File: src/inc/swire_pkg.sv
// constants for the single wire dimming receiver
package swire_pkg;
  localparam int unsigned CLK_HZ              = 20_000_000;
  // times in nanoseconds
  localparam int unsigned STREAM_CLOSE_NS     = 2_000;
  localparam int unsigned CONFIRM_DRIVE_NS    = 512_000;
  localparam int unsigned CONFIRM_VALID_NS    = 2_000;
  // slowest bit 1/1.7k s = 588236 ns, guard against a stuck line
  localparam int unsigned BIT_MAX_NS          = 588_236;
  localparam int unsigned NS_PER_CYC          = 1_000_000_000 / CLK_HZ;
  // least times round up, longest times round down
  localparam int unsigned STREAM_CLOSE_CYC    = (STREAM_CLOSE_NS + NS_PER_CYC - 1) / NS_PER_CYC;
  localparam int unsigned CONFIRM_DRIVE_CYC   = CONFIRM_DRIVE_NS / NS_PER_CYC;
  localparam int unsigned CONFIRM_VALID_CYC   = (CONFIRM_VALID_NS + NS_PER_CYC - 1) / NS_PER_CYC;
  localparam int unsigned BIT_MAX_CYC         = BIT_MAX_NS / NS_PER_CYC;
  localparam int unsigned TMR_W               = 16;
  localparam int unsigned BYTE_W              = 8;
  localparam int unsigned LEVEL_W             = 5;
  // data byte layout
  localparam int unsigned CONFIRM_POS         = 7;
  localparam int unsigned REG_SEL_HI          = 6;
  localparam int unsigned REG_SEL_LO          = 5;
  localparam int unsigned LEVEL_HI            = 4;
  localparam logic [1:0]  REG_SEL_LEVEL       = 2'h0;
  localparam logic [4:0]  LEVEL_RESET         = 5'h1f;
  // arbitrary neutral device address
  localparam logic [7:0]  DEV_ID_DEFAULT      = 8'h5a;
  localparam int unsigned SYNC_STAGES         = 3;
endpackage

File: src/rtl/swire_dimming_rx.sv
// single wire dimming receiver: address byte, data byte, open-drain confirm
// Summary of operation
// [RULE1] a frame is an address byte then a data byte
// [RULE2] data byte accepted only when address byte equals device id
// [RULE3] data bit7 confirm request, bits 6:5 register select, 4:0 level
// [RULE4] confirm request bit at one asks for a confirm pulse
// [RULE5] confirm pulse only after a correct frame, by open drain on the pin
// [RULE6] bit rate 1.7k to 160k taken by ratio, no configuration
// [RULE7] host sends register select zero for the level register
// [RULE8] confirm pulse drives the line low, only when requested
// [RULE9] host supplies the pull-up and no push-pull drive
// [RULE10] bits arrive msb first and are shifted in that order
// [RULE11] host holds line high at least 2us before first falling edge
// [RULE12] start interval may be skipped when the line is already high
// [RULE13] high of at least 2us after a bit closes the byte
// [RULE14] high at least twice low is one, low at least twice high is zero
// [RULE15] 5-bit level stored, resets to full scale 31
// [RULE16] a bit spans falling edge to next falling edge
// [RULE17] confirm needs request, address, register match and 16 good bits
// [RULE18] after last falling edge and a delay, drive low at most 512us
// [RULE19] mismatch discards frame, keeps level and line released
// [RULE20] bit with no valid ratio spoils the frame
// [RULE21] no new frame until the confirm drive has ended
`timescale 1ns/1ps
module swire_dimming_rx #(
  parameter logic [7:0]  DEV_ID         = swire_pkg::DEV_ID_DEFAULT,
  parameter int unsigned CLOSE_CYC      = swire_pkg::STREAM_CLOSE_CYC,
  parameter int unsigned VALID_CYC      = swire_pkg::CONFIRM_VALID_CYC,
  parameter int unsigned DRIVE_CYC      = swire_pkg::CONFIRM_DRIVE_CYC,
  parameter int unsigned BIT_MAX        = swire_pkg::BIT_MAX_CYC
) (
  input  wire logic                          clk,
  input  wire logic                          rstn,
  input  wire logic                          ce,
  input  wire logic                          wire_in,
  output logic                               wire_out,
  output logic                               wire_oe_n,
  output logic [swire_pkg::LEVEL_W-1:0]      level_q,
  output logic                               level_upd_q,
  output logic                               frame_err_q,
  output logic                               confirm_busy_q
);
  localparam int unsigned W = swire_pkg::TMR_W;

  typedef enum logic [2:0] {
    ST_IDLE, ST_ADDR, ST_DATA, ST_WAIT_VAL, ST_DRIVE
  } rx_state_e;

  rx_state_e                       state_q;
  logic [swire_pkg::SYNC_STAGES-1:0] sync_q;
  logic                            line_q;
  logic                            fall;
  logic                            rise;
  logic [W-1:0]                    high_cnt;
  logic [W-1:0]                    low_cnt;
  logic [W-1:0]                    idle_cnt;
  logic [W-1:0]                    high_now;
  logic [W-1:0]                    wait_q;
  logic [7:0]                      shift_q;
  logic [3:0]                      nbits_q;
  logic                            bit_bad_q;
  logic                            in_bit_q;
  logic                            close_evt;
  logic                            bit_one;
  logic                            bit_zero;
  logic                            timer_clr;

  // three stage synchroniser, change counted when stages 2 and 3 agree
  always_ff @(posedge clk or negedge rstn) begin
    if (!rstn) begin
      sync_q <= '1;
    end else if (ce) begin
      sync_q <= {sync_q[1:0], wire_in};
    end
  end

  always_ff @(posedge clk or negedge rstn) begin
    if (!rstn) begin
      line_q <= 1'b1;
    end else if (ce && (sync_q[1] == sync_q[2])) begin
      line_q <= sync_q[2];
    end
  end

  assign fall = ce && line_q && (sync_q[1] == sync_q[2]) && !sync_q[2];
  assign rise = ce && !line_q && (sync_q[1] == sync_q[2]) && sync_q[2];
  assign timer_clr = (state_q == ST_WAIT_VAL) || (state_q == ST_DRIVE);

  swire_bit_timer #(
    .W (W)
  ) u_timer (
    .clk        (clk),
    .rstn       (rstn),
    .ce         (ce),
    .line       (line_q),
    .fall       (fall),
    .rise       (rise),
    .clr        (timer_clr),
    .high_cnt_q (high_cnt),
    .low_cnt_q  (low_cnt),
    .idle_cnt_q (idle_cnt)
  );

  // ratio decode keeps working at any rate within the timer range
  function automatic logic ratio_ge2(input logic [W-1:0] a, input logic [W-1:0] b);
    ratio_ge2 = {1'b0, a} >= {b, 1'b0};
  endfunction

  // the edge that ends a bit still samples high; without it a ratio of two fails
  assign high_now = (&high_cnt) ? high_cnt : high_cnt + W'(1);
  assign bit_one  = ratio_ge2(high_now, low_cnt); // [RULE14] [RULE6]
  assign bit_zero = ratio_ge2(low_cnt, high_now); // [RULE14] [RULE6]
  // a close is a long high after a bit; the bit ends at the close, its high counted up to there
  assign close_evt = ce && in_bit_q && line_q && (idle_cnt == W'(CLOSE_CYC)); // [RULE13]

  // bit boundaries: each falling edge closes the previous bit
  always_ff @(posedge clk or negedge rstn) begin
    if (!rstn) begin
      shift_q   <= '0;
      nbits_q   <= '0;
      bit_bad_q <= 1'b0;
      in_bit_q  <= 1'b0;
    end else if (ce) begin
      if (state_q == ST_WAIT_VAL || state_q == ST_DRIVE
          || (in_bit_q && idle_cnt >= W'(BIT_MAX))) begin
        // an aborted bit must not leak its count into the next frame
        in_bit_q <= 1'b0; // [RULE21]
      end else if (fall) begin // [RULE16]
        if (in_bit_q) begin
          shift_q <= {shift_q[6:0], bit_one}; // [RULE10]
          nbits_q <= nbits_q + 4'h1;
          if (!bit_one && !bit_zero) begin
            bit_bad_q <= 1'b1; // [RULE20]
          end
        end
        in_bit_q <= 1'b1;
      end else if (close_evt) begin
        // last bit of the byte ends at the close, low vs high so far
        shift_q   <= {shift_q[6:0], bit_one}; // [RULE10]
        if (!bit_one && !bit_zero) begin
          bit_bad_q <= 1'b1; // [RULE20]
        end
        in_bit_q  <= 1'b0;
      end else if (!in_bit_q && state_q == ST_IDLE) begin
        nbits_q   <= '0;
        bit_bad_q <= 1'b0;
      end
      if (close_evt) begin
        nbits_q <= '0;
        if (!bit_one && !bit_zero) begin
          bit_bad_q <= 1'b1;
        end else begin
          bit_bad_q <= 1'b0;
        end
      end
    end
  end

  // frame sequencer
  logic [7:0] byte_now;
  logic       byte_ok;
  assign byte_now = {shift_q[6:0], bit_one};
  assign byte_ok  = (nbits_q == 4'h7) && !bit_bad_q && (bit_one || bit_zero);

  always_ff @(posedge clk or negedge rstn) begin
    if (!rstn) begin
      state_q     <= ST_IDLE;
      wait_q      <= '0;
      level_q     <= swire_pkg::LEVEL_RESET; // [RULE15]
      level_upd_q <= 1'b0;
      frame_err_q <= 1'b0;
    end else if (ce) begin
      level_upd_q <= 1'b0;
      frame_err_q <= 1'b0;
      unique case (state_q)
        ST_IDLE: begin
          if (fall) begin
            state_q <= ST_ADDR; // [RULE11] [RULE12]
          end
        end
        ST_ADDR: begin
          if (close_evt) begin
            if (byte_ok && byte_now == DEV_ID) begin // [RULE1] [RULE2]
              state_q <= ST_DATA;
            end else begin
              state_q     <= ST_IDLE; // [RULE19]
              frame_err_q <= 1'b1;
            end
          end else if (in_bit_q && idle_cnt >= W'(BIT_MAX)) begin
            state_q <= ST_IDLE;
          end
        end
        ST_DATA: begin
          if (close_evt) begin
            if (byte_ok && byte_now[swire_pkg::REG_SEL_HI:swire_pkg::REG_SEL_LO]
                == swire_pkg::REG_SEL_LEVEL) begin // [RULE3] [RULE7]
              level_q     <= byte_now[swire_pkg::LEVEL_HI:0]; // [RULE15]
              level_upd_q <= 1'b1;
              if (byte_now[swire_pkg::CONFIRM_POS]) begin // [RULE4] [RULE17]
                state_q <= ST_WAIT_VAL;
                wait_q  <= '0;
              end else begin
                state_q <= ST_IDLE;
              end
            end else begin
              state_q     <= ST_IDLE; // [RULE19] [RULE20]
              frame_err_q <= 1'b1;
            end
          end else if (in_bit_q && idle_cnt >= W'(BIT_MAX)) begin
            state_q <= ST_IDLE;
          end
        end
        ST_WAIT_VAL: begin
          if (wait_q >= W'(VALID_CYC - 1)) begin // [RULE18]
            state_q <= ST_DRIVE;
            wait_q  <= '0;
          end else begin
            wait_q <= wait_q + W'(1);
          end
        end
        ST_DRIVE: begin
          if (wait_q >= W'(DRIVE_CYC - 1)) begin // [RULE18] [RULE21]
            state_q <= ST_IDLE;
            wait_q  <= '0;
          end else begin
            wait_q <= wait_q + W'(1);
          end
        end
        default: state_q <= ST_IDLE;
      endcase
    end
  end

  // open drain: output enable low while pulling the line
  always_ff @(posedge clk or negedge rstn) begin
    if (!rstn) begin
      wire_out       <= 1'b0;
      wire_oe_n      <= 1'b1;
      confirm_busy_q <= 1'b0;
    end else if (ce) begin
      wire_out       <= 1'b0; // [RULE8]
      wire_oe_n      <= !(state_q == ST_DRIVE); // [RULE5] [RULE8]
      confirm_busy_q <= (state_q == ST_WAIT_VAL) || (state_q == ST_DRIVE);
    end
  end

  // drive window never exceeds its bound
  logic [W-1:0] drv_len_q;
  always_ff @(posedge clk or negedge rstn) begin
    if (!rstn) begin
      drv_len_q <= '0;
    end else if (ce) begin
      drv_len_q <= !wire_oe_n ? drv_len_q + W'(1) : '0;
    end
  end

  property p_drive_bound;
    @(posedge clk) disable iff (!rstn) drv_len_q <= W'(DRIVE_CYC);
  endproperty
  a_drive_bound: assert property (p_drive_bound) else $error("confirm drive too long"); // [RULE18]

  property p_drive_low;
    @(posedge clk) disable iff (!rstn) !wire_oe_n |-> !wire_out;
  endproperty
  a_drive_low: assert property (p_drive_low) else $error("confirm not low"); // [RULE8]

  property p_drive_cause;
    @(posedge clk) disable iff (!rstn)
      $fell(wire_oe_n) |-> $past(state_q) == ST_DRIVE;
  endproperty
  a_drive_cause: assert property (p_drive_cause) else $error("drive without frame"); // [RULE5]

  property p_level_keep;
    @(posedge clk) disable iff (!rstn) !level_upd_q |-> $stable(level_q) || !ce;
  endproperty
  a_level_keep: assert property (p_level_keep) else $error("level changed"); // [RULE19]

  property p_no_rx_busy;
    @(posedge clk) disable iff (!rstn) confirm_busy_q |-> !level_upd_q;
  endproperty
  a_no_rx_busy: assert property (p_no_rx_busy) else $error("frame while busy"); // [RULE21]

  property p_wait_first;
    @(posedge clk) disable iff (!rstn)
      (state_q == ST_DATA && close_evt && byte_ok
       && byte_now[swire_pkg::CONFIRM_POS]
       && byte_now[6:5] == swire_pkg::REG_SEL_LEVEL) |=> state_q == ST_WAIT_VAL;
  endproperty
  a_wait_first: assert property (p_wait_first) else $error("no confirm wait"); // [RULE17]

  property p_no_req_no_drive;
    @(posedge clk) disable iff (!rstn)
      (state_q == ST_DATA && close_evt && !byte_now[swire_pkg::CONFIRM_POS])
      |=> state_q != ST_WAIT_VAL;
  endproperty
  a_no_req_no_drive: assert property (p_no_req_no_drive) else $error("confirm unasked"); // [RULE4]

  property p_addr_gate;
    @(posedge clk) disable iff (!rstn)
      (state_q == ST_ADDR && close_evt && byte_now != DEV_ID) |=> state_q == ST_IDLE;
  endproperty
  a_addr_gate: assert property (p_addr_gate) else $error("bad address taken"); // [RULE2]

  c_update:  cover property (@(posedge clk) disable iff (!rstn) level_upd_q);
  c_confirm: cover property (@(posedge clk) disable iff (!rstn) $fell(wire_oe_n));
  c_error:   cover property (@(posedge clk) disable iff (!rstn) frame_err_q);
endmodule

File: src/rtl/swire_bit_timer.sv
// measures high and low phases of one bit between falling edges
`timescale 1ns/1ps
module swire_bit_timer #(
  parameter int unsigned W = 16
) (
  input  wire logic         clk,
  input  wire logic         rstn,
  input  wire logic         ce,
  input  wire logic         line,
  input  wire logic         fall,
  input  wire logic         rise,
  input  wire logic         clr,
  output logic [W-1:0]      high_cnt_q,
  output logic [W-1:0]      low_cnt_q,
  output logic [W-1:0]      idle_cnt_q
);
  // saturating add avoids wrap on very slow hosts
  function automatic logic [W-1:0] sat_inc(input logic [W-1:0] v);
    sat_inc = (&v) ? v : v + {{(W-1){1'b0}}, 1'b1};
  endfunction

  always_ff @(posedge clk or negedge rstn) begin
    if (!rstn) begin
      high_cnt_q <= '0;
      low_cnt_q  <= '0;
    end else if (ce) begin
      if (fall || clr) begin
        high_cnt_q <= '0;
        low_cnt_q  <= '0;
      end else if (line) begin
        high_cnt_q <= sat_inc(high_cnt_q);
      end else begin
        low_cnt_q <= sat_inc(low_cnt_q);
      end
    end
  end

  // time since the last edge of either kind
  always_ff @(posedge clk or negedge rstn) begin
    if (!rstn) begin
      idle_cnt_q <= '0;
    end else if (ce) begin
      if (fall || rise || clr) begin
        idle_cnt_q <= '0;
      end else begin
        idle_cnt_q <= sat_inc(idle_cnt_q);
      end
    end
  end
endmodule

File: config.mk
export PLATFORM = sky130hd
export DESIGN_NAME = swire_dimming_rx
export DESIGN_NICKNAME = d
export VERILOG_FILES = /design/src/inc/swire_pkg.sv /design/src/rtl/swire_dimming_rx.sv /design/src/rtl/swire_bit_timer.sv
export SDC_FILE = /design/constraint.sdc
export NUM_CORES = 1
export LEC_CHECK = 0
export BUFFER_PORTS_ARGS = -buffer_cell sky130_fd_sc_hd__clkbuf_2
export CORE_MARGIN = 3
export CORE_UTILIZATION = 64
export DETAILED_ROUTE_END_ITERATION = 10
export HOLD_SLACK_MARGIN = 0.02
export PLACE_DENSITY = 0.85
export SLEW_MARGIN = 20
export SYNTH_ARGS = -nofsm -noshare
export SYNTH_HDL_FRONTEND = slang
export SYNTH_HIERARCHICAL = 1
export SYNTH_SLANG_ARGS = --single-unit
File: constraint.sdc
create_clock -name clk -period 4.95 [get_ports clk]
set_input_delay 0.2475 -clock clk [delete_from_list [all_inputs] [get_ports clk]]
set_output_delay 0.2475 -clock clk [all_outputs]
set_load 0.03 [all_outputs]
==> results of run 1 <==
==> cell usage after synthesis, drive strengths merged (3+ instances only) <==
library cell,instances,area (µm²)
nand3,48,260
nor2b,5,31.3
a21oi,29,145
and3,15,95.1
a2111oi,5,62.6
nor3,22,131
or4,5,41.3
xor2,8,70.1
ha,34,425
buf,6,51.3
or2,8,50.1
mux2,16,180
xnor2,8,77.6
and2,4,25.0
nand2b,6,37.5
mux2i,4,40.0
nor4,18,128
a211o,3,26.3
nor2,54,203
o311ai,3,26.3
nand4b,3,26.3
a32o,3,30.0
nand2,82,308
or3,7,43.8
a31o,5,43.8
o21ai,71,367
inv,44,165
dfrtp,83,2080
clkbuf,17,65.1
a31oi,13,81.3
a22o,15,131
o21a,4,31.3
o31ai,13,97.6
dfstp,10,263
o211ai,3,22.5
a21o,15,114
nand4,24,156
==> kinds of logic after synthesis <==
logic type      Yosys count  synth area share [%]
compound gates          200                  21.1
flops                    93                  36.7
simple gates            309                  25.3
buf+inv                  67                  4.41
fa+ha+maj                34                  6.67
xor+xnor                 16                  2.32
other cells               1                0.0588
mux                      20                  3.45
==> cell usage in the layout (no fill, tap or decap), types with 8 or more instances in the layout <==
cell and count:
dfrtp_1 83, nand2_1 82, o21ai_0 56, nor2_1 54, inv_1 44, nand3_1 44, ha_1 34, a21oi_1 29
nand4_1 23, nor3_1 19, nor4_1 17, mux2_2 16, a22o_1 15, and3_1 14, a21o_1 14, o21ai_1 14
a31oi_1 13, o31ai_1 13, clkbuf_2 11, dfstp_2 10, clkbuf_8 9, xor2_1 8
==> where the power goes <==
part	switching, W	internal [W]
sequential	0.000180	0.000862
combinational	0.000458	0.000304
clock	0.000292	0.000291
total	0.000931	0.00146
==> state kept, by name (all words and copies together) (netlist names) <==
name / flops
shift_q: 7
level_q: 5
state_q: 3
bit_bad_q: 1
level_upd_q: 1
u_timer/idle_cnt_q: 16
sync_q: 3
line_q: 1
wait_q: 16
confirm_busy_q: 1
u_timer/high_cnt_q: 16
u_timer/low_cnt_q: 16
in_bit_q: 1
frame_err_q: 1
wire_oe_n: 1
nbits_q: 4
==> cell type report <==
class	instances	area (µm²)
Tap cell	129	161
Fill cell	701	2700
Inverter	44	165
Sequential cell	93	2340
Multi-Input combinational cell	580	3760
Clock inverter	6	96.3
Clock buffer	10	128
Timing Repair Buffer	19	118
==> metrics by stage <==
stage	hold WS, ns	total power [W]	setup slack (ns)	cell area, µm²
floorplan	-0.0481	0.00157	1.04	6380
global placement	0.255	0.00173	0.699	6530
detailed placement	0.258	0.00178	0.513	6530
CTS	0.108	0.00238	0.432	6760
global route	0.123	0.00254	0.0988	6760
finish	0.122	0.00239	0.364	6760
==> per-layer routing <==
metal	global-route usage [%]	vias up	share of wire, %
met2	50.2	296	49
met5	0	-	0
met1	40.2	2833	42
met4	10.6	0	2.5
li1	-	2753	-
met3	3.92	45	6.2
==> worst max-delay path, stage by stage (launching register included) <==
cell	delay, ns
dfrtp_1	0.49
ha_1	0.24
nand3_2	0.15
nor4_4	0.59
and4bb_4	0.30
nand2_1	0.08
nor2_1	0.05
xor2_1	0.21
ha_1	0.29
a2111oi_0	0.54
o21ai_0	0.25
a22oi_1	0.27
a21oi_1	0.14
a21o_2	0.31
o21a_2	0.32
mux2_2	0.28
==> path summary, 6_finish.rpt <==
| path | from | endpoint | slack [ns] | depth (start not counted) |
|---|---|---|---|---|
| max | u_timer/high_cnt_q[0]$_DFFE_PN0P_ | wait_q[0]$_DFFE_PN0P_ | 0.36 | 15 |
| min | wire_in | sync_q[0]$_DFFE_PN1P_ | 0.12 | 2 |
| max reg2reg | u_timer/high_cnt_q[0]$_DFFE_PN0P_ | wait_q[0]$_DFFE_PN0P_ | 0.36 | 15 |
| min reg2reg | wire_oe_n$_DFFE_PN1P_ | wire_oe_n$_DFFE_PN1P_ | 0.50 | 2 |
| max in group asynchronous | rstn | wait_q[10]$_DFFE_PN0P_ | 3.47 | 3 |
| min in group asynchronous | rstn | u_timer/low_cnt_q[3]$_DFFE_PN0P_ | 0.40 | 2 |
==> impl_metrics.py, run 1 <==
metrics = {
    "sta": {
        "setup_tns_ns": 0,
        "grt_setup_unrepaired": "no",
        "skew_ns": 0.0166,
        "max_freq_ghz": 0.218,
        "min_period_over_period_pct": 92.6,
        "maxSlewViolCount": 0,
        "tightest_slew_ns": 1.01,
        "setup-violations-final": 0,
        "hold_viol": 0,
        "min_period_ns": 4.59,
        "relSlewSlack_pct": 32.0,
    },
    "yosys": {
        "synth_nets": 778,
        "syn_area_per_cell_um2": 8.62,
        "synth_ff_type": "dfrtp_1",
        "async_reset_ff_share_pct": 100,
        "yosysWarnings": 6,
        "synth.ff_latch_count": 93,
        "synth-seq-area-share_pct": 36.7,
        "synthCells": 740,
        "ys_types": 76,
        "synth.cell_area_mm2": 0.00638,
        "synth_edf_count": 0,
    },
    "clocking": {
        "cts_tree": "yes",
        "post_cts_buffers": 0,
        "hold_buffers": 1,
        "clock-root-buffer": "clkbuf_8",
        "clock_latency_ns": 0.37,
        "numCtsBuffers": 9,
        "postCtsResizedCells": 0,
        "h-tree-depth": 3,
        "cts_buffer_depth": 2,
        "cts_sinks": 93,
        "clkTransAtPathRegs_ns": 0.10,
    },
    "cells_and_area": {
        "drive_gt1_share_pct": 12.2,
        "layout.nets": 785,
        "final_cells": 881,
        "finish.utilization_pct": 71.5,
        "n_antenna_cell": 0,
        "syn2layout_area_growth_pct": 6.06,
    },
    "run": {
        "cap_violations": 0,
    },
    "route": {
        "vias": 5927,
        "ant_nets": 0,
        "wl_per_cell_um": 18.2,
        "dr.first_iter.drc_count": 720,
        "firstDrtPassIters": 6,
        "routed_wl_um": 16000,
        "drc": 0,
        "vias_per_cell": 6.73,
    },
    "global_route": {
        "antenna_found_initial": 0,
        "grt_pass1_wl_um": 27800,
        "grt_max_degree": 55,
        "grt_overflow": 0,
        "grt_pass1_vias": 5792,
        "gr-usage-all-layers_pct": 30.0,
    },
    "pwr": {
        "powerDensity_mw_per_mm2": 353,
        "ir_drop_uv": 235,
        "p_leak_nw": 2.89,
    },
    "outcome": {
        "outcome": "completed",
    },
    "floorplanning": {
        "start_util_pct": 67.4,
        "dieArea_mm2": 0.0112,
        "fp.dieH_um": 106,
        "die-width_um": 106,
        "fp.coreArea_mm2": 0.00946,
        "core.rowCount": 35,
        "ios": 14,
    },
    "worst_setup_path": {
        "worstPathMaxFanout": 15,
        "arrival_ns": 4.85,
        "cp-end-kind": "register",
        "critPathRequiredTime_ns": 5.21,
        "start_kind": "register",
        "critPathKind": "register to register",
    },
    "placement": {
        "place_hpwl_um": 11200,
        "io_buffers": 12,
        "place_congestion": 0.981,
        "dp_cells": 864,
    },
    "worst_hold_path": {
        "hold_class": "input pin to register",
    },
}
Power figures use the tool's default switching activity.
==> run 2: changes to the inputs <==
Settings changed: ABC_AREA from default to 1, CELL_PAD_IN_SITES_DETAIL_PLACEMENT from default to 0, CELL_PAD_IN_SITES_GLOBAL_PLACEMENT from default to 1, CORE_UTILIZATION 64 to 47, PLACE_DENSITY 0.85 to 0.86.
==> impl_metrics.py, run 2 <==
metrics = {
    "yosys": {
        "async_reset_ff_share_pct": 100,
        "synth.ff_latch_count": 93,
        "synth-seq-area-share_pct": 34.2,
        "synth_commonest_cells": "nand2_1 (297), inv_1 (135), nor2_1 (117)",
        "synth.cell_area_mm2": 0.00685,
        "synthCells": 1002,
        "synth_ff_type": "dfrtp_1",
        "synth_most_common_cell": "nand2_1",
        "ys_types": 47,
        "yosysWarnings": 6,
        "synth_nets": 1040,
        "synth.top_cell.area_share_pct": 30.3,
        "synth_top_area_cell": "dfrtp_1",
        "synth_edf_count": 0,
        "syn_area_per_cell_um2": 6.83,
        "synth_area_leaders": "dfrtp_1 (30%), nand2_1 (16%), inv_1 (7.4%), nor2_1 (6.4%), ha_1 (6.2%)",
    },
    "route": {
        "drc": 0,
        "routed_wl_um": 15500,
        "ant_nets": 0,
        "dr.first_iter.drc_count": 389,
        "wl_per_cell_um": 12.9,
        "firstDrtPassIters": 5,
        "vias": 6099,
        "vias_per_cell": 5.09,
    },
    "pwr": {
        "power_w": 0.00243,
        "p_sw_share_pct": 36.5,
        "combPwrFrac_pct": 27.0,
        "powerDensity_mw_per_mm2": 331,
        "p_seq_share_pct": 42.1,
        "power_switching_w": 0.000887,
        "p_leak_nw": 3.51,
        "ir_drop_uv": 222,
        "p_clk_share_pct": 30.9,
        "p_int_w": 0.00155,
    },
    "worst_setup_path": {
        "cpMaxStageDelayCell": "dfrtp_1",
        "critPathRequiredTime_ns": 5.24,
        "critPathKind": "register to register",
        "cpMostUsedCell": "nand2_1",
        "cp-end-kind": "register",
        "worstPathMaxFanout": 16,
        "r2r_slack_ns": 0.71,
        "arrival_ns": 4.53,
        "start_kind": "register",
        "slowest_delay_ns": 0.47,
    },
    "clocking": {
        "h-tree-depth": 3,
        "cts_buffer_depth": 2,
        "cts_tree": "yes",
        "clkTransAtPathRegs_ns": 0.07,
        "clock-root-buffer": "clkbuf_16",
        "numCtsBuffers": 9,
        "clock_latency_ns": 0.35,
        "cts_sinks": 93,
        "post_cts_buffers": 0,
    },
    "floorplanning": {
        "dieArea_mm2": 0.0160,
        "start_util_pct": 48.7,
        "core.rowCount": 43,
        "fp.dieH_um": 127,
        "die-width_um": 127,
        "fp.coreArea_mm2": 0.0140,
        "ios": 14,
    },
    "sta": {
        "min_period_over_period_pct": 85.6,
        "grt_setup_unrepaired": "no",
        "hold_viol": 0,
        "relSlewSlack_pct": 55.5,
        "skew_ns": 0.00785,
        "max_freq_ghz": 0.236,
        "min_period_ns": 4.24,
        "layout_setup_ws_ns": 0.712,
        "holdWs_ns": 0.119,
        "setup_tns_ns": 0,
        "setup-violations-final": 0,
        "maxSlewViolCount": 0,
        "tightest_slew_ns": 0.668,
    },
    "outcome": {
        "outcome": "completed",
    },
    "cells_and_area": {
        "syn2layout_area_growth_pct": 7.29,
        "fill_cells": 1430,
        "layout.nets": 1052,
        "final_cell_mix": "nand2_1 (297), inv_1 (135), nor2_1 (116)",
        "final_common_cell": "nand2_1",
        "drive_gt1_share_pct": 7.85,
        "n_antenna_cell": 0,
    },
    "placement": {
        "place_hpwl_um": 11300,
        "io_buffers": 12,
        "place_ws_ns": 0.730,
        "place_congestion": 0.847,
    },
    "global_route": {
        "antenna_found_initial": 0,
        "grt_pass1_vias": 5809,
        "grt_pass1_wl_um": 27400,
        "grt_max_degree": 55,
        "gr-usage-all-layers_pct": 20.5,
        "grt_overflow": 0,
    },
    "worst_hold_path": {
        "hold_class": "input pin to register",
    },
    "run": {
        "cap_violations": 0,
    },
}
==> run 2: cell types whose count changed in the layout (fill, tap and decap cells not counted), sizes merged, moves of 15 or more <==
cell | previous run | this run
nand2 | 82 | 312
and3 | 15 | 0
nor2 | 54 | 124
a22o | 15 | 0
mux2 | 16 | 0
inv | 46 | 140
nand3 | 48 | 75
==> run 2: cell families after synthesis <==
logic type | after synthesis | share of synthesized area [%]
AOI/OAI and AO/OA | 128 | 10.7
xor gates and xnor gates | 26 | 3.33
adders and majority gates | 34 | 6.21
buffers and inverters | 155 | 9.74
DFF | 93 | 34.2
other | 1 | 0.0548
and+or+nand+nor | 565 | 35.8
==> run 2: metal layers <==
metal / GRT usage, % / share of wire (%) / up-vias
met5: 0 / 0 / -
met4: 6.18 / 1.4 / 0
met3: 2.53 / 3.1 / 14
met2: 31.9 / 43 / 88
met1: 29.8 / 52 / 2737
li1: - / - / 3260
==> run 2: worst max-delay path: cells and delay by family (launching register included) <==
family,cells,cell delay [ns]
AND/OR/NAND/NOR,19,2.55
flip-flops,1,0.47
AO/OA/AOI/OAI,1,0.17
XOR/XNOR,1,0.11
buffers and inverters,5,0.32
adder cells (fa/ha/maj),2,0.56
==> run 2: area by class of cell <==
cell class	instances	area, µm²	share of cell area [%]
Tap cell	180	225	3.07
Clock buffer	11	233	3.17
Clock inverter	5	85.1	1.16
Timing Repair Buffer	16	95.1	1.29
Inverter	140	526	7.16
Multi-Input combinational cell	754	3840	52.3
Sequential cell	93	2340	31.9
==> run 2: metrics by stage <==
step,std cells,area (µm²),utilization [%]
detailed placement,1182,7020,50.0
finish,1199,7340,52.3
global route,1199,7340,52.3
CTS,1199,7340,52.3
global placement,1182,7020,50.0
floorplan,1002,6850,-
==> run 2: final timing paths <==
| kind | start | end | cells past startpoint |
|---|---|---|---|
| max | u_timer/high_cnt_q[0]$_DFFE_PN0P_ | wait_q[2]$_DFFE_PN0P_ | 28 |
| min | wire_in | sync_q[0]$_DFFE_PN1P_ | 3 |
| max reg2reg | u_timer/high_cnt_q[0]$_DFFE_PN0P_ | wait_q[2]$_DFFE_PN0P_ | 28 |
| min reg2reg | level_q[2]$_DFFE_PN1P_ | level_q[2]$_DFFE_PN1P_ | 2 |
| max in group asynchronous | rstn | u_timer/idle_cnt_q[11]$_DFFE_PN0P_ | 3 |
| min in group asynchronous | rstn | u_timer/low_cnt_q[2]$_DFFE_PN0P_ | 2 |
==> run 2: power groups by stage <==
stage,Clock (W),Sequential (W),Combinational (W)
2_1_floorplan,0,0.000989,0.000542
3_3_place_gp,0,0.00103,0.000651
3_5_place_dp,0,0.00103,0.000662
4_1_cts,0.000771,0.00102,0.000665
5_1_grt,0.000799,0.00105,0.000770
6_report,0.000751,0.00102,0.000658
==> run 2: repair_timing <==
action,4_1_cts,5_1_grt
setup endpoints to repair,0,0
hold endpoints to repair,35,0
gates resized for setup,0,0
hold buffers,1,0
==> run 3: changes to the inputs <==
Settings changed: ABC_AREA 1 to default, CORE_UTILIZATION 47 to 49, PLACE_DENSITY 0.86 to 0.85.
==> impl_metrics.py, run 3 (synthesized netlist as in run 1, its figures left out) <==
metrics = {
    "cells_and_area": {
        "syn2layout_area_growth_pct": 8.22,
        "n_antenna_cell": 0,
        "layout.nets": 785,
        "final_cell_mix": "dfrtp_1 (83), nand2_1 (82), o21ai_0 (56)",
        "final_common_cell": "dfrtp_1",
        "finish.utilization_pct": 54.5,
        "drive_gt1_share_pct": 12.4,
    },
    "global_route": {
        "grt_pass1_wl_um": 26300,
        "grt_overflow": 0,
        "antenna_found_initial": 0,
        "grt_max_degree": 58,
        "gr-usage-all-layers_pct": 22.3,
        "grt_pass1_vias": 5391,
    },
    "route": {
        "wl_per_cell_um": 17.0,
        "ant_nets": 0,
        "firstDrtPassIters": 5,
        "routed_wl_um": 15700,
        "vias_per_cell": 6.12,
        "vias": 5653,
        "dr.first_iter.drc_count": 429,
        "drc": 0,
    },
    "pwr": {
        "power_switching_w": 0.000943,
        "combPwrFrac_pct": 29.7,
        "p_leak_nw": 2.93,
        "p_int_w": 0.00158,
        "p_seq_share_pct": 41.4,
        "powerDensity_mw_per_mm2": 365,
        "ir_drop_uv": 147,
        "p_clk_share_pct": 28.9,
        "p_sw_share_pct": 37.4,
        "power_w": 0.00252,
    },
    "sta": {
        "hold_viol": 0,
        "setup_tns_ns": 0,
        "max_freq_ghz": 0.229,
        "setup-violations-final": 0,
        "skew_ns": 0.00830,
        "min_period_ns": 4.37,
        "maxSlewViolCount": 0,
        "grt_setup_unrepaired": "no",
        "tightest_slew_ns": 1.04,
        "min_period_over_period_pct": 88.3,
        "relSlewSlack_pct": 29.9,
    },
    "clocking": {
        "h-tree-depth": 3,
        "numCtsBuffers": 9,
        "cts_buffer_depth": 2,
        "clock-root-buffer": "clkbuf_16",
        "cts_tree": "yes",
        "clock_latency_ns": 0.35,
        "cts_sinks": 93,
        "post_cts_buffers": 0,
        "clkTransAtPathRegs_ns": 0.07,
    },
    "outcome": {
        "outcome": "completed",
    },
    "worst_setup_path": {
        "r2r_end": "wait_q[0]$_DFFE_PN0P_",
        "cp-end-kind": "register",
        "crit_start": "u_timer/high_cnt_q[1]$_DFFE_PN0P_",
        "worstPathMaxFanout": 16,
        "arrival_ns": 4.61,
        "timing.critical_path.depth": 16,
        "critPathKind": "register to register",
        "r2r_slack_ns": 0.58,
        "cpLargestDelayFamily": "compound AO/OA/AOI/OAI gates",
        "critPathRequiredTime_ns": 5.19,
        "worst_r2r_path_depth": 16,
        "crit_end": "wait_q[0]$_DFFE_PN0P_",
        "cp.buffers_inverters": 2,
        "slowest_delay_ns": 0.50,
        "start_kind": "register",
        "cpMaxStageDelayCell": "a221oi_2",
        "worstPathCellList": "ha_1 > nand3_2 > nor4_4 > buf_4 > and4bb_4 > xor2_1 > inv_1 > ha_1 > a21o_1 > a21o_1 > a211oi_1 > o21ai_0 > a221oi_2 > nor3_4 > o21a_2 > mux2_2",
        "r2r_start": "u_timer/high_cnt_q[1]$_DFFE_PN0P_",
    },
    "floorplanning": {
        "dieArea_mm2": 0.0144,
        "start_util_pct": 50.3,
        "die-width_um": 120,
        "fp.coreArea_mm2": 0.0127,
        "ios": 14,
        "fp.dieH_um": 120,
        "core.rowCount": 41,
    },
    "placement": {
        "io_buffers": 12,
        "place_hpwl_um": 11100,
        "place_congestion": 0.823,
    },
    "run": {
        "cap_violations": 0,
    },
    "worst_hold_path": {
        "hold_class": "input pin to register",
    },
}
==> run 3: changes by cell type in the layout (fill, tap and decap cells not counted), moves of 7 or more <==
cell / previous run / this run
nand3_1: 73 / 44
inv_1: 135 / 44
or3_1: 0 / 7
and3_1: 0 / 14
nand2_1: 297 / 82
nor4_1: 7 / 17
nor2_1: 116 / 54
o31ai_1: 2 / 13
a22o_1: 0 / 15
xor2_1: 16 / 8
a21o_1: 2 / 14
mux2_2: 0 / 16
nand2_2: 14 / 0
==> run 3: area by class of cell <==
cell class	count	area (µm²)
tap	172	215
inverter	44	165
fill	1158	5770
multi-input combinational	580	3760
timing repair buffer	19	118
clock buffer	10	239
clock inverter	6	68.8
sequential	93	2340
==> run 3: how the worst min path moves through the flow <==
stage / slack, ns / end / depth (start not counted) / from
finish: 0.14 / sync_q[0]$_DFFE_PN1P_ / 2 / wire_in
global route: 0.14 / sync_q[0]$_DFFE_PN1P_ / 2 / wire_in
CTS: 0.13 / sync_q[0]$_DFFE_PN1P_ / 2 / wire_in
detailed placement: 0.26 / wait_q[10]$_DFFE_PN0P_ / 1 / rstn
global placement: 0.25 / wait_q[10]$_DFFE_PN0P_ / 1 / rstn
floorplan: -0.05 / bit_bad_q$_DFFE_PN0P_ / 0 / rstn
==> run 3: power groups by stage <==
| stage | Combinational [W] | Sequential, W | Clock (W) |
|---|---|---|---|
| final | 0.000748 | 0.00104 | 0.000728 |
| after global routing | 0.000845 | 0.00107 | 0.000773 |
| after CTS | 0.000742 | 0.00104 | 0.000747 |
| after detailed placement | 0.000737 | 0.00106 | 0 |
| after global placement | 0.000705 | 0.00105 | 0 |
| after floorplan | 0.000578 | 0.000992 | 0 |
==> run 3: routing by layer <==
layer | global-route usage [%] | wire length (µm)
met1 | 31.6 | 7570
met2 | 35.7 | 7360
met3 | 2.97 | 562
met4 | 6.44 | 174
met5 | 0 | 0
==> run 3: metrics by stage <==
stage / cell area (µm²) / std cells / worst slack, ns / hold WS [ns]
after floorplan: 6380 / 740 / 1.04 / -0.0481
after global placement: 6580 / 907 / 0.772 / 0.254
after detailed placement: 6580 / 907 / 0.577 / 0.260
after CTS: 6900 / 924 / 0.564 / 0.126
after global routing: 6900 / 924 / 0.225 / 0.143
final: 6900 / 924 / 0.578 / 0.137
==> run 3: what timing repair did <==
item	in CTS	in global routing
resized for setup	0	0
endpoints found under the setup margin	0	0
hold endpoints to repair	36	0
hold buffers	1	0
